File: config.mk
export PLATFORM = sky130hd
export DESIGN_NAME = adcslp_top
export DESIGN_NICKNAME = d
export VERILOG_FILES = /design/src/logic/adcslp_pkg.sv /design/src/logic/adcslp_top.sv /design/src/logic/adcslp_result_reg.sv
export VERILOG_INCLUDE_DIRS = /design/src /design/src/logic
export SDC_FILE = /design/constraint.sdc
export NUM_CORES = 1
export LEC_CHECK = 0
export BUFFER_PORTS_ARGS = -buffer_cell sky130_fd_sc_hd__buf_2
export CAP_MARGIN = 20
export CORE_ASPECT_RATIO = 0.6
export CORE_MARGIN = 5
export CORE_UTILIZATION = 57
export CTS_CLUSTER_DIAMETER = 120
export DETAILED_ROUTE_END_ITERATION = 10
export GPL_ROUTABILITY_DRIVEN = 1
export PLACE_DENSITY = 0.83
export SETUP_SLACK_MARGIN = 0.2
export SLEW_MARGIN = 20
export SYNTH_ARGS = -nofsm -noshare
export SYNTH_HDL_FRONTEND = slang
export SYNTH_HIERARCHICAL = 1
export SYNTH_SLANG_ARGS = --single-unit
File: constraint.sdc
create_clock -name ref_clk -period 4.2 [get_ports ref_clk]
set_input_delay 0.21 -clock ref_clk [delete_from_list [all_inputs] [get_ports ref_clk]]
set_output_delay 0.21 -clock ref_clk [all_outputs]
set_load 0.01 [all_outputs]
File: src/logic/adcslp_defines.svh
// Offsets, field positions, reset values and timing counts for the converter
`ifndef ADCSLP_DEFINES_SVH
`define ADCSLP_DEFINES_SVH
`define ADCSLP_ADDR_CTRL 4'h0
`define ADCSLP_ADDR_RESULT 4'h1
`define ADCSLP_ADDR_STATUS 4'h2
`define ADCSLP_ADDR_MASK 4'h3
`define ADCSLP_CTRL_POWER_BIT 0
`define ADCSLP_CTRL_START_BIT 1
`define ADCSLP_CTRL_CLKSEL_LO 2
`define ADCSLP_CTRL_CLKSEL_HI 3
`define ADCSLP_CTRL_RESET 8'h00
`define ADCSLP_CLKSEL_RC 2'h3
`define ADCSLP_NUM_BITS 4'h8
`define ADCSLP_INSTR_DIV 2'h3
`define ADCSLP_RC_DIV 4'hF
`define ADCSLP_OSC_DIV 2'h1
`define ADCSLP_IRQ_DONE_BIT 0
`define ADCSLP_IRQ_ABORT_BIT 1
`endif

File: src/logic/adcslp_pkg.sv
// Types shared by the converter control logic
package adcslp_pkg;
  typedef enum logic [2:0] {
    ST_OFF,
    ST_IDLE,
    ST_DELAY,
    ST_CONV
  } adcslp_state_t;

  typedef struct packed {
    logic [3:0] addr;
    logic [7:0] wdata;
    logic wr;
    logic rd;
  } adcslp_bus_req_t;
endpackage

File: src/logic/adcslp_top.sv
// Converter sleep, start delay, completion and reset control
`timescale 1ns/1ps
`include "adcslp_defines.svh"
// Operation
// - Conversion continues in sleep only with RC
// - RC clock delays start one instruction cycle
// - Completion clears start flag, stores result
// - Enabled interrupt completion wakes from sleep
// - Disabled interrupt: no wake, power bit stays
// - Non-RC sleep aborts, powers down, bit stays
// - Shut-down converter takes lowest current state
// - Reset clears registers, powers off, aborts
// - Result register untouched by power-on reset
module adcslp_top (
  input wire logic ref_clk,
  input wire logic rstn,
  input wire adcslp_pkg::adcslp_bus_req_t bus,
  output logic [7:0] rdata,
  input wire logic sleep_exec,
  input wire logic [7:0] sample_in,
  output logic sample_en,
  output logic analog_power_en,
  output logic wake,
  output logic irq
);
  adcslp_pkg::adcslp_state_t state_r;
  adcslp_pkg::adcslp_state_t state_nxt;
  logic [7:0] ctrl_r;
  logic [7:0] ctrl_nxt;
  logic [1:0] stat_r;
  logic [1:0] stat_nxt;
  logic [1:0] mask_r;
  logic [1:0] mask_nxt;
  logic asleep_r;
  logic asleep_nxt;
  logic [3:0] div_r;
  logic [3:0] div_nxt;
  logic [3:0] bits_r;
  logic [3:0] bits_nxt;
  logic [7:0] rdata_r;
  logic [7:0] rdata_nxt;
  logic [1:0] icyc_r;
  logic [1:0] icyc_nxt;
  logic tick;
  logic done;
  logic abort;
  logic rc_sel;
  logic [7:0] result;
  logic wr_ctrl;

  function automatic logic hit(input logic [3:0] a, input logic [3:0] o);
    hit = (a == o);
  endfunction

  assign rc_sel = ctrl_r[`ADCSLP_CTRL_CLKSEL_HI:`ADCSLP_CTRL_CLKSEL_LO]
    == `ADCSLP_CLKSEL_RC;
  assign wr_ctrl = bus.wr && hit(bus.addr, `ADCSLP_ADDR_CTRL);

  // Counted from entry, so the delay spans a whole instruction cycle
  always_comb
  begin
    icyc_nxt = 2'h0;
    if (state_r == adcslp_pkg::ST_DELAY && icyc_r != `ADCSLP_INSTR_DIV)
    begin
      icyc_nxt = icyc_r + 2'h1;
    end
  end

  // Bit-time enable: RC runs slower and also runs in sleep
  always_comb
  begin
    div_nxt = div_r + 4'h1;
    tick = 1'b0;
    if (state_r != adcslp_pkg::ST_CONV)
    begin
      div_nxt = 4'h0;
    end
    else if (rc_sel ? (div_r == `ADCSLP_RC_DIV)
                    : (div_r[1:0] == `ADCSLP_OSC_DIV))
    begin
      div_nxt = 4'h0;
      tick = 1'b1;
    end
  end

  // Core state machine
  always_comb
  begin
    state_nxt = state_r;
    bits_nxt = bits_r;
    done = 1'b0;
    abort = 1'b0;
    case (state_r)
      adcslp_pkg::ST_OFF:
      begin
        if (ctrl_r[`ADCSLP_CTRL_POWER_BIT])
        begin
          state_nxt = adcslp_pkg::ST_IDLE;
        end
      end
      adcslp_pkg::ST_IDLE:
      begin
        if (!ctrl_r[`ADCSLP_CTRL_POWER_BIT])
        begin
          state_nxt = adcslp_pkg::ST_OFF;
        end
        else if (ctrl_r[`ADCSLP_CTRL_START_BIT])
        begin
          state_nxt = rc_sel ? adcslp_pkg::ST_DELAY : adcslp_pkg::ST_CONV;
          bits_nxt = 4'h0;
        end
      end
      adcslp_pkg::ST_DELAY:
      begin
        if (icyc_r == `ADCSLP_INSTR_DIV)
        begin
          state_nxt = adcslp_pkg::ST_CONV;
        end
      end
      adcslp_pkg::ST_CONV:
      begin
        if (tick)
        begin
          bits_nxt = bits_r + 4'h1;
          if (bits_r == `ADCSLP_NUM_BITS - 4'h1)
          begin
            done = 1'b1;
            state_nxt = adcslp_pkg::ST_IDLE;
          end
        end
      end
      default:
      begin
        state_nxt = adcslp_pkg::ST_OFF;
      end
    endcase
    // Sleep abort and shutdown
    // Also held in the off state, or the power bit would restart it
    if (!rc_sel && (sleep_exec || asleep_r))
    begin
      abort = (state_r == adcslp_pkg::ST_CONV
               || state_r == adcslp_pkg::ST_DELAY);
      done = 1'b0;
      state_nxt = adcslp_pkg::ST_OFF;
    end
    else if (state_r != adcslp_pkg::ST_OFF
             && !ctrl_r[`ADCSLP_CTRL_POWER_BIT])
    begin
      done = 1'b0;
      state_nxt = adcslp_pkg::ST_OFF;
    end
  end

  // Registers: control, status, mask, sleep flag
  always_comb
  begin
    ctrl_nxt = ctrl_r;
    stat_nxt = stat_r;
    mask_nxt = mask_r;
    asleep_nxt = asleep_r;
    if (sleep_exec)
    begin
      asleep_nxt = 1'b1;
    end
    if (wake)
    begin
      asleep_nxt = 1'b0;
    end
    if (wr_ctrl)
    begin
      ctrl_nxt = {4'h0, bus.wdata[3:0]};
    end
    if (bus.wr && hit(bus.addr, `ADCSLP_ADDR_MASK))
    begin
      mask_nxt = bus.wdata[1:0];
    end
    if (bus.wr && hit(bus.addr, `ADCSLP_ADDR_STATUS))
    begin
      stat_nxt = stat_r & ~bus.wdata[1:0];
    end
    if (done || abort)
    begin
      ctrl_nxt[`ADCSLP_CTRL_START_BIT] = 1'b0;
    end
    // Set wins over a simultaneous write-one clear
    if (done)
    begin
      stat_nxt[`ADCSLP_IRQ_DONE_BIT] = 1'b1;
    end
    if (abort)
    begin
      stat_nxt[`ADCSLP_IRQ_ABORT_BIT] = 1'b1;
    end
  end

  // Read data one cycle after the strobe
  always_comb
  begin
    rdata_nxt = 8'h00;
    if (bus.rd)
    begin
      case (bus.addr)
        `ADCSLP_ADDR_CTRL: rdata_nxt = ctrl_r;
        `ADCSLP_ADDR_RESULT: rdata_nxt = result;
        `ADCSLP_ADDR_STATUS: rdata_nxt = {6'h00, stat_r};
        `ADCSLP_ADDR_MASK: rdata_nxt = {6'h00, mask_r};
        default: rdata_nxt = 8'h00;
      endcase
    end
  end

  always_ff @(posedge ref_clk or negedge rstn)
  begin
    if (!rstn)
    begin
      state_r <= adcslp_pkg::ST_OFF;
      ctrl_r <= `ADCSLP_CTRL_RESET;
      stat_r <= 2'h0;
      mask_r <= 2'h0;
      asleep_r <= 1'b0;
      div_r <= 4'h0;
      bits_r <= 4'h0;
      rdata_r <= 8'h00;
      icyc_r <= 2'h0;
    end
    else
    begin
      state_r <= state_nxt;
      ctrl_r <= ctrl_nxt;
      stat_r <= stat_nxt;
      mask_r <= mask_nxt;
      asleep_r <= asleep_nxt;
      div_r <= div_nxt;
      bits_r <= bits_nxt;
      rdata_r <= rdata_nxt;
      icyc_r <= icyc_nxt;
    end
  end

  adcslp_result_reg u_result (
    .ref_clk(ref_clk),
    .load(done),
    .din(sample_in),
    .dout(result)
  );

  assign rdata = rdata_r;
  assign analog_power_en = (state_r != adcslp_pkg::ST_OFF);
  assign sample_en = (state_r == adcslp_pkg::ST_CONV);
  assign irq = |(stat_r & mask_r);
  assign wake = asleep_r && stat_r[`ADCSLP_IRQ_DONE_BIT]
    && mask_r[`ADCSLP_IRQ_DONE_BIT];
endmodule

File: src/logic/adcslp_result_reg.sv
// Result holding register with no power-on initialisation
`timescale 1ns/1ps
module adcslp_result_reg (
  input wire logic ref_clk,
  input wire logic load,
  input wire logic [7:0] din,
  output logic [7:0] dout
);
  logic [7:0] data_r;
  logic [7:0] data_nxt;

  always_comb
  begin
    data_nxt = load ? din : data_r;
  end

  // Deliberately no reset: contents are unknown after power-on
  always_ff @(posedge ref_clk)
  begin
    data_r <= data_nxt;
  end

  assign dout = data_r;
endmodule

# Yosys cells after proc, flatten, opt, wreduce, memory -nomap -nowiden
# Index checks and enable logic that the tools add are counted.
# W data, S select, Z words.
[op_classes]
addsub = 3
muxes = 35
n_lt_le_gt_ge = 0
multipliers = 0
eq_ne = 21
div = 0
reduce_logical = 24
n_bitwise = 3
shift = 0
[op_table]
columns = ["cell", "count"]
rows = [
  ["$pmux W8 S4", 1],
  ["$mux W3", 8],
  ["$mux W4", 5],
  ["$mux W1", 15],
  ["$pmux W3 S4", 1],
  ["$reduce_bool A2 Y1", 5],
  ["$add A4 B1 Y4 const B", 2],
  ["$eq A4 B2 Y1 const B", 2],
  ["$logic_and A1 B1 Y1", 8],
  ["$mux W8", 1],
  ["$ne A4 B1 Y1 const B", 2],
  ["$pmux W4 S2", 1],
  ["$eq A3 B2 Y1 const B", 2],
  ["$mux W2", 3],
  ["$ne A2 B2 Y1 const B", 3],
  ["$ne A5 B5 Y1 const B", 1],
  ["$reduce_and A5 Y1", 1],
  ["$and A2 B2 Y2", 2],
  ["$eq A2 B2 Y1 const B", 2],
  ["$eq A4 B1 Y1 const B", 1],
  ["$eq A4 B3 Y1 const B", 1],
  ["$eq A4 B4 Y1 const B", 1],
  ["$logic_not A4 Y1", 1],
  ["$ne A4 B3 Y1 const B", 1],
  ["other kinds (13)", 16],
]
[word_totals]
rom_bits = 0
latch_bits = 0
register_bits = 38
ram_bits = 0
memories = 0
inputBits = 25

# Depth between registers and ports, before layout
# Gate-level depths: netlist of the first run.
[logic_depth]
ltp_word = 10
depth_mapped = 6
depth_no_buf = 6

# Hierarchy
# The synthesis of the first run kept the hierarchy.
[by_module_without_submodules]
columns = ["mod", "cells_per_inst", "n_inst", "area_each_um2"]
rows = [
  ["adcslp_top", 127, 1, 1437.6],
  ["adcslp_result_reg", 8, 1, 240.2],
]

# Worst setup path before layout of the first run
# Ideal clock, no wire load.
[synth_timing]
path_type = "flip-flop to flip-flop"
start = "reg div_r[0]"
end = "reg u_result.data_r[0], in the netlist u_result/dout[0], enable pin"
path_buffers = 0
stages_incl_launch_ff = 6
synth_period_minus_slack_ps = 1841
setup_time_ps = 374
required_time_ps = 3826
slack_ps = 2359
arrival_ps = 1466
cell_sequence = "dfrtp_1 -> ha_1 -> and3_1 -> mux2_4 -> nand2_4 -> nor4_4"
[synth_via]
elab_chain_len = 8
word_cells_on_any_way = 9
classes_between = "2 x eq/ne; 7 x mux"
[synth_lines]
columns = ["item", "line_no", "source"]
rows = [
  ["from (decl)", "adcslp_top.sv:36", "logic [3:0] div_r;"],
  ["from (signal assigned)", "adcslp_top.sv:233", "div_r <= div_nxt;"],
  ["$eq A4 B4 Y1 (no source line) / $eq A2 B1 Y1 (equally long branches)", "--", ""],
  ["$mux W1 (*) (2 in a row)", "adcslp_top.sv:78", "else if (rc_sel ? (div_r == `ADCSLP_RC_DIV)"],
  ["$mux W1 (*)", "adcslp_top.sv:74", "if (state_r != adcslp_pkg::ST_CONV)"],
  ["$mux W1 (*)", "adcslp_top.sv:122", "if (tick)"],
  ["$mux W1 (*)", "adcslp_top.sv:93", "case (state_r)"],
  ["$mux W1 (*)", "adcslp_top.sv:146", "else if (state_r != adcslp_pkg::ST_OFF"],
  ["$mux W1 (*)", "adcslp_top.sv:139", "if (!rc_sel && (sleep_exec || asleep_r))"],
  ["via done", "adcslp_top.sv:45", "logic done;"],
  ["to (signal assigned)", "adcslp_result_reg.sv:20", "data_r <= data_nxt;"],
  ["to (decl)", "adcslp_result_reg.sv:9", "logic [7:0] data_r;"],
]
# The timed path passes the listed nets; every way through them passes the cells marked *.
# A chain may end at the register's enable or synchronous reset.

# Worst setup path after layout of the first run
[layout_timing]
start = "reg div_r[0]"
end = "reg u_result.data_r[2], in the netlist u_result/dout[2], enable pin"
# The elaborated chain is that of the path after synthesis.

==> results of run 1 <==
[registers in the layout (all words and copies together), names as in the netlist]
register	flops
u_result/dout	8
state_r	2
ctrl_r	4
mask_r	2
div_r	4
icyc_r	2
asleep_r	1
stat_r	2
rdata	8
bits_r	4
[critical path: cells and delay by family, from the launching register on]
family	cells	cell delay, ps
AND/OR/NAND/NOR	3	910
flip-flops	1	410
adder cells (fa/ha/maj)	1	220
multiplexers	1	180
[stage by stage]
step,setup WS [ps],total power [mW],cell area [sq um]
6_report,2120,0.866,2010
2_1_floorplan,2360,0.475,1680
3_5_place_dp,2130,0.510,1860
3_3_place_gp,2190,0.503,1860
4_1_cts,2100,0.870,2010
5_1_grt,2000,0.899,2010
[cells in the mapped netlist (2+ instances only)]
library cell	n	area share, %
nand2_1	6	1.3
nand4b_1	2	1.0
nand3_1	8	2.4
o21ai_1	3	0.89
a22o_1	2	1.0
nor2b_1	3	1.1
nor3_1	4	1.2
and3_1	4	1.5
mux2i_1	3	1.8
dfrtp_1	29	43
inv_1	3	0.67
nand4_1	3	1.1
buf_2	3	0.89
ha_1	4	3.0
nand3b_1	2	0.89
a21o_1	2	0.89
mux4_2	2	2.7
mux2_2	5	3.4
nor2_1	10	2.2
nor3b_1	2	0.89
a21oi_1	2	0.60
edfxtp_1	8	14
and2_1	5	1.9
[final cells by class]
class / count / area, sq um
flip-flops and latches: 37 / 966
clock inverters: 3 / 65.1
multi-input cells: 89 / 671
fillers: 225 / 845
repair buffers: 33 / 170
well taps: 42 / 52.6
inverters: 4 / 15.0
clock buffers: 5 / 68.8
[what timing repair did]
item,4_1_cts,5_1_grt
hold buffers,1,0
endpoints found under the setup margin,0,0
hold endpoints to repair,29,0
[cells by family (layout without fill, tap and decap cells)]
group / count (synthesis) / after routing / synth area share (%)
xor gates and xnor gates: 2 / 2 / 1.04
adders and majority gates: 4 / 4 / 2.98
buffers and inverters: 9 / 45 / 2.46
and+or+nand+nor: 54 / 54 / 18.9
muxes: 11 / 11 / 8.72
AOI/OAI and AO/OA: 18 / 18 / 8.35
DFF: 37 / 37 / 57.6
[power by group]
group	internal [mW]	switching, mW
clock	0.236	0.127
sequential	0.387	0.0284
combinational	0.0450	0.0432
[routing by layer]
layer	vias up	GRT usage [%]	share of wire, %
met2	36	26.1	46
met1	577	25.8	45
met3	3	8.13	8.2
li1	557	-	-
met4	0	3.37	0.61
met5	-	0	0
[how the worst max path moves through the flow]
stage / cells after the start / slack [ps] / start / end
after floorplan: 5 / 2360 / div_r[0] / u_result/dout[0]
after global placement: 5 / 2190 / div_r[0] / u_result/dout[2]
after detailed placement: 5 / 2130 / div_r[0] / u_result/dout[2]
after CTS: 5 / 2100 / div_r[0] / u_result/dout[2]
after global routing: 5 / 2000 / div_r[0] / u_result/dout[3]
final: 5 / 2120 / div_r[0] / u_result/dout[2]
==> metrics.csv, run 1 <==
metric;value;unit
status;completed;
p_per_area;431;nW/um^2
vdd_ir_drop_max;0.312;mV
crit_path_top_delay_cell;nor4_4;
placementRows;15;
hpwlAfterDp;2.57;mm
fin_util;70.4;%
cts_resized;0;
ys_seq_area_share;57.6;%
synth_edf_count;8;
area_delta_synth_final;19.7;%
max-cap-violations;0;
ant_nets;0;
overflow;0;
min_period_over_period;49.6;%
io_pins;37;
grt_pass1_vias;1145;
hold_violations;0;
initial_core_util;58.8;%
synth_area;1680;sq um
gp_congestion;0.842;
critPathArrivalTime;2000;ps
synth.avg_cell_area;12.4;sq um
rsz0062_at_grt;no;
ys_warn_count;6;
grt_pass1_wl;5.56;mm
grt_max_degree;30;
path_clk_slew;70;ps
holdCritPathClass;in -> reg;
max_freq;480;MHz
finalSetupViolCount;0;
final_max_slew_viol_count;0;
die_h;52.0;microns
tritoncts;done;
synth-seq-cells;37;
hold_path_startpoint;sample_in[4];
cellLeakagePower;0.965;nW
synthFlopType;dfrtp_1;
dr.pass1.iters;4;
nets;199;
grtUsageTotal;18.2;%
drt_iter0_drc;125;
portBuffers;32;
most-common-layout-cells;buf_2 (32), dfrtp_1 (29), nor2_1 (10);
reg2reg_from;div_r[0];
cpPeakStageDelay;650;ps
critPathCaptureType;register;
hold-path-endpoint;u_result/dout[4];
cp_max_fo;10;
synth_nets;164;
critPathKind;reg -> reg;
fin_hold_ws;92.5;ps
clock_skew;8.36;ps
async_flop_share;78.4;%
synthCells;135;
vias_per_cell;5.51;
crit_chain;ha_1 -> and3_1 -> mux2_4 -> nand2_4 -> nor4_4;
vias;1173;
grt_antenna_before_repair;0;
reg2reg_to;u_result/dout[2];
start_kind;register;
die_area;4160;sq um
coreArea;2850;sq um
reg2reg_slack;2120;ps
route.detailed.drc;0;
cp_data_required_time;4120;ps
die_w;80.0;microns
cts_buffer_depth;2;
layout_commonest_cell;buf_2;
drive_gt1_share;31.6;%
worstMarginPinSlew;703;ps
diodes;0;
synth.distinct_cells;43;
rr_worst_depth;5;
clock-sinks;37;
timing.setup.tns;0;ps
cts_buffers;5;
cts-root-buf;clkbuf_8;
slew_headroom;52.8;%
post_cts_buffers;0;
place_inst;204;
routed_wl;3.42;mm
hold_depth;1;
wire_per_inst;16.0;microns
finalCriticalPeriod;2080;ps
clock_latency;290;ps
cts.htree.levels;2;
layout.cells.non_filler;213;
Power figures use the tool's default switching activity.
==> run 2: changes to the inputs <==
--- a/config.mk
+++ b/config.mk
@@ -10,11 +10,11 @@
 export CAP_MARGIN = 20
 export CORE_ASPECT_RATIO = 0.6
 export CORE_MARGIN = 5
-export CORE_UTILIZATION = 57
+export CORE_UTILIZATION = 48
 export CTS_CLUSTER_DIAMETER = 120
 export DETAILED_ROUTE_END_ITERATION = 10
 export GPL_ROUTABILITY_DRIVEN = 1
-export PLACE_DENSITY = 0.83
+export PLACE_DENSITY = 0.75
 export SETUP_SLACK_MARGIN = 0.2
 export SLEW_MARGIN = 20
 export SYNTH_ARGS = -nofsm -noshare
==> constraint.sdc (replaced) <==
create_clock -name ref_clk -period 1.9 [get_ports ref_clk]
set_input_delay 0.095 -clock ref_clk [delete_from_list [all_inputs] [get_ports ref_clk]]
set_output_delay 0.095 -clock ref_clk [all_outputs]
set_load 0.01 [all_outputs]
==> metrics.csv, run 2 (synthesis gave the netlist of run 1 again) <==
metric;value;unit;change
status;completed;;
design_area;2140;sq um;+6.4%
clock_skew;4.20;ps;-4.16 ps
hpwlAfterDp;2.53;mm;-1.5%
use_met1;22.2;%;-3.6 points
finalSetupViolCount;0;;unchanged
cts_buffers;5;;unchanged
initial_core_util;50.8;%;-8.0 points
tritoncts;done;;
critPathArrivalTime;1660;ps;-340 ps
timing.setup.tns;0;ps;unchanged
final_max_slew_viol_count;0;;unchanged
most-common-layout-cells;buf_2 (32), dfrtp_1 (28), nor2_1 (9), dlygate4sd3_1 (9);;
ant_nets;0;;unchanged
clock_latency;290;ps;about the same
vias;1249;;+6.5%
wire_per_inst;15.7;microns;-2.1%
critPathKind;reg -> reg;;
use_met2;20.8;%;-5.3 points
grt_pass1_vias;1160;;+1.3%
start_kind;register;;
path_clk_slew;70;ps;about the same
cp_max_fo;7;;-3
cts_buffer_depth;2;;unchanged
gr-max-usage-layer;met1;;
cts.htree.levels;2;;unchanged
worstMarginPinSlew;659;ps;-43.7 ps
drive_gt1_share;34.2;%;+2.7 points
vdd_ir_drop_max;0.571;mV;+83%
holdCritPathClass;in -> reg;;
min_period_over_period;86.7;%;+37 points
portBuffers;32;;unchanged
p_total;1.81;mW;+110%
cellLeakagePower;1.01;nW;+4.6%
vias_per_cell;5.45;;-0.96%
finalCriticalPeriod;1650;ps;-436 ps
hold_violations;0;;unchanged
placement.cell_area;1890;sq um;+1.1%
grtUsageTotal;15.7;%;-2.6 points
max-cap-violations;0;;unchanged
grt_antenna_before_repair;0;;unchanged
clock-sinks;37;;unchanged
placementRows;16;;+1
route.detailed.drc;0;;unchanged
nets;212;;+6.5%
coreArea;3300;sq um;+16%
cts-root-buf;clkbuf_8;;
layout_commonest_cell;buf_2;;
grt_pass1_wl;5.71;mm;+2.7%
grt_use_met3;5.62;%;-2.5 points
overflow;0;;unchanged
n_fill_cell;251;;+12%
critPathCaptureType;register;;
grt_max_degree;30;;unchanged
max_freq;607;MHz;+27%
routed_wl;3.59;mm;+5.2%
diodes;0;;unchanged
p_per_area;848;nW/um^2;+97%
gp_congestion;0.773;;-8.2%
post-place-ws;161;ps;-1970 ps
slew_headroom;56.0;%;+3.3 points
drt_iter0_drc;116;;-7.2%
cp_data_required_time;1910;ps;-2210 ps
rsz0062_at_grt;yes;;
layout_setup_ws;254;ps;-1860 ps
die_h;55.8;microns;+7.2%
die_area;4820;sq um;+16%
area_delta_synth_final;27.4;%;
dr.pass1.iters;4;;unchanged
io_pins;37;;unchanged
die_w;86.3;microns;+7.9%
## run 2: through the flow
stage,hold WS [ps],utilization (%),std cells
floorplan,-201,-,135
global placement,140,57.1,209
detailed placement,153,57.1,209
CTS,24.6,63.7,228
global route,23.3,64.7,229
finish,25.2,64.7,229
## run 2: where the power goes
part	internal [mW]	switching (mW)	total, mW
Clock	0.386	0.282	0.668
Combinational	0.116	0.101	0.218
Sequential	0.856	0.0693	0.925
Total	1.36	0.453	1.81
## run 2: cell type report
| type | instances | area, sq um | area share, % |
|---|---|---|---|
| Clock buffer | 5 | 68.8 | 3.22 |
| Clock inverter | 3 | 41.3 | 1.93 |
| Inverter | 4 | 15.0 | 0.703 |
| Multi-Input combinational cell | 89 | 697 | 32.6 |
| Sequential cell | 37 | 967 | 45.3 |
| Tap cell | 45 | 56.3 | 2.63 |
| Timing Repair Buffer | 46 | 292 | 13.6 |
## run 2: worst paths after layout
check	startpoint	cells past startpoint	to	slack (ps)
hold reg to reg	icyc_r[0]	1	icyc_r[0]	440
hold / removal	bus[5]	2	ctrl_r[3]	30
min in group asynchronous	rstn	2	bits_r[0]	370
setup reg to reg	div_r[1]	6	u_result/dout[3]	250
max in group asynchronous	rstn	2	ctrl_r[2]	1070
setup / recovery	div_r[1]	6	u_result/dout[3]	250
## run 2: timing repair
item / in CTS / in global routing
gates cloned: 1 / 0
gates resized for setup: 2 / 5
hold buffers: 9 / 0
pin swaps: 1 / 0
endpoints found under the hold margin: 37 / 0
endpoints found under the setup margin: 8 / 10
buffers inserted: 1 / 1
## run 2: critical path, stage by stage, from the launching register on
cell,delay (ps)
dfrtp_1,370
ha_2,200
and3_1,140
mux2_4,170
nand2_4,80
nor4_4,190
buf_4,210
## run 2: routing by layer
metal / vias up / wire [microns]
met4: 0 / 79
met5: - / 0
met3: 10 / 327
li1: 583 / -
met1: 607 / 1590
met2: 49 / 1590
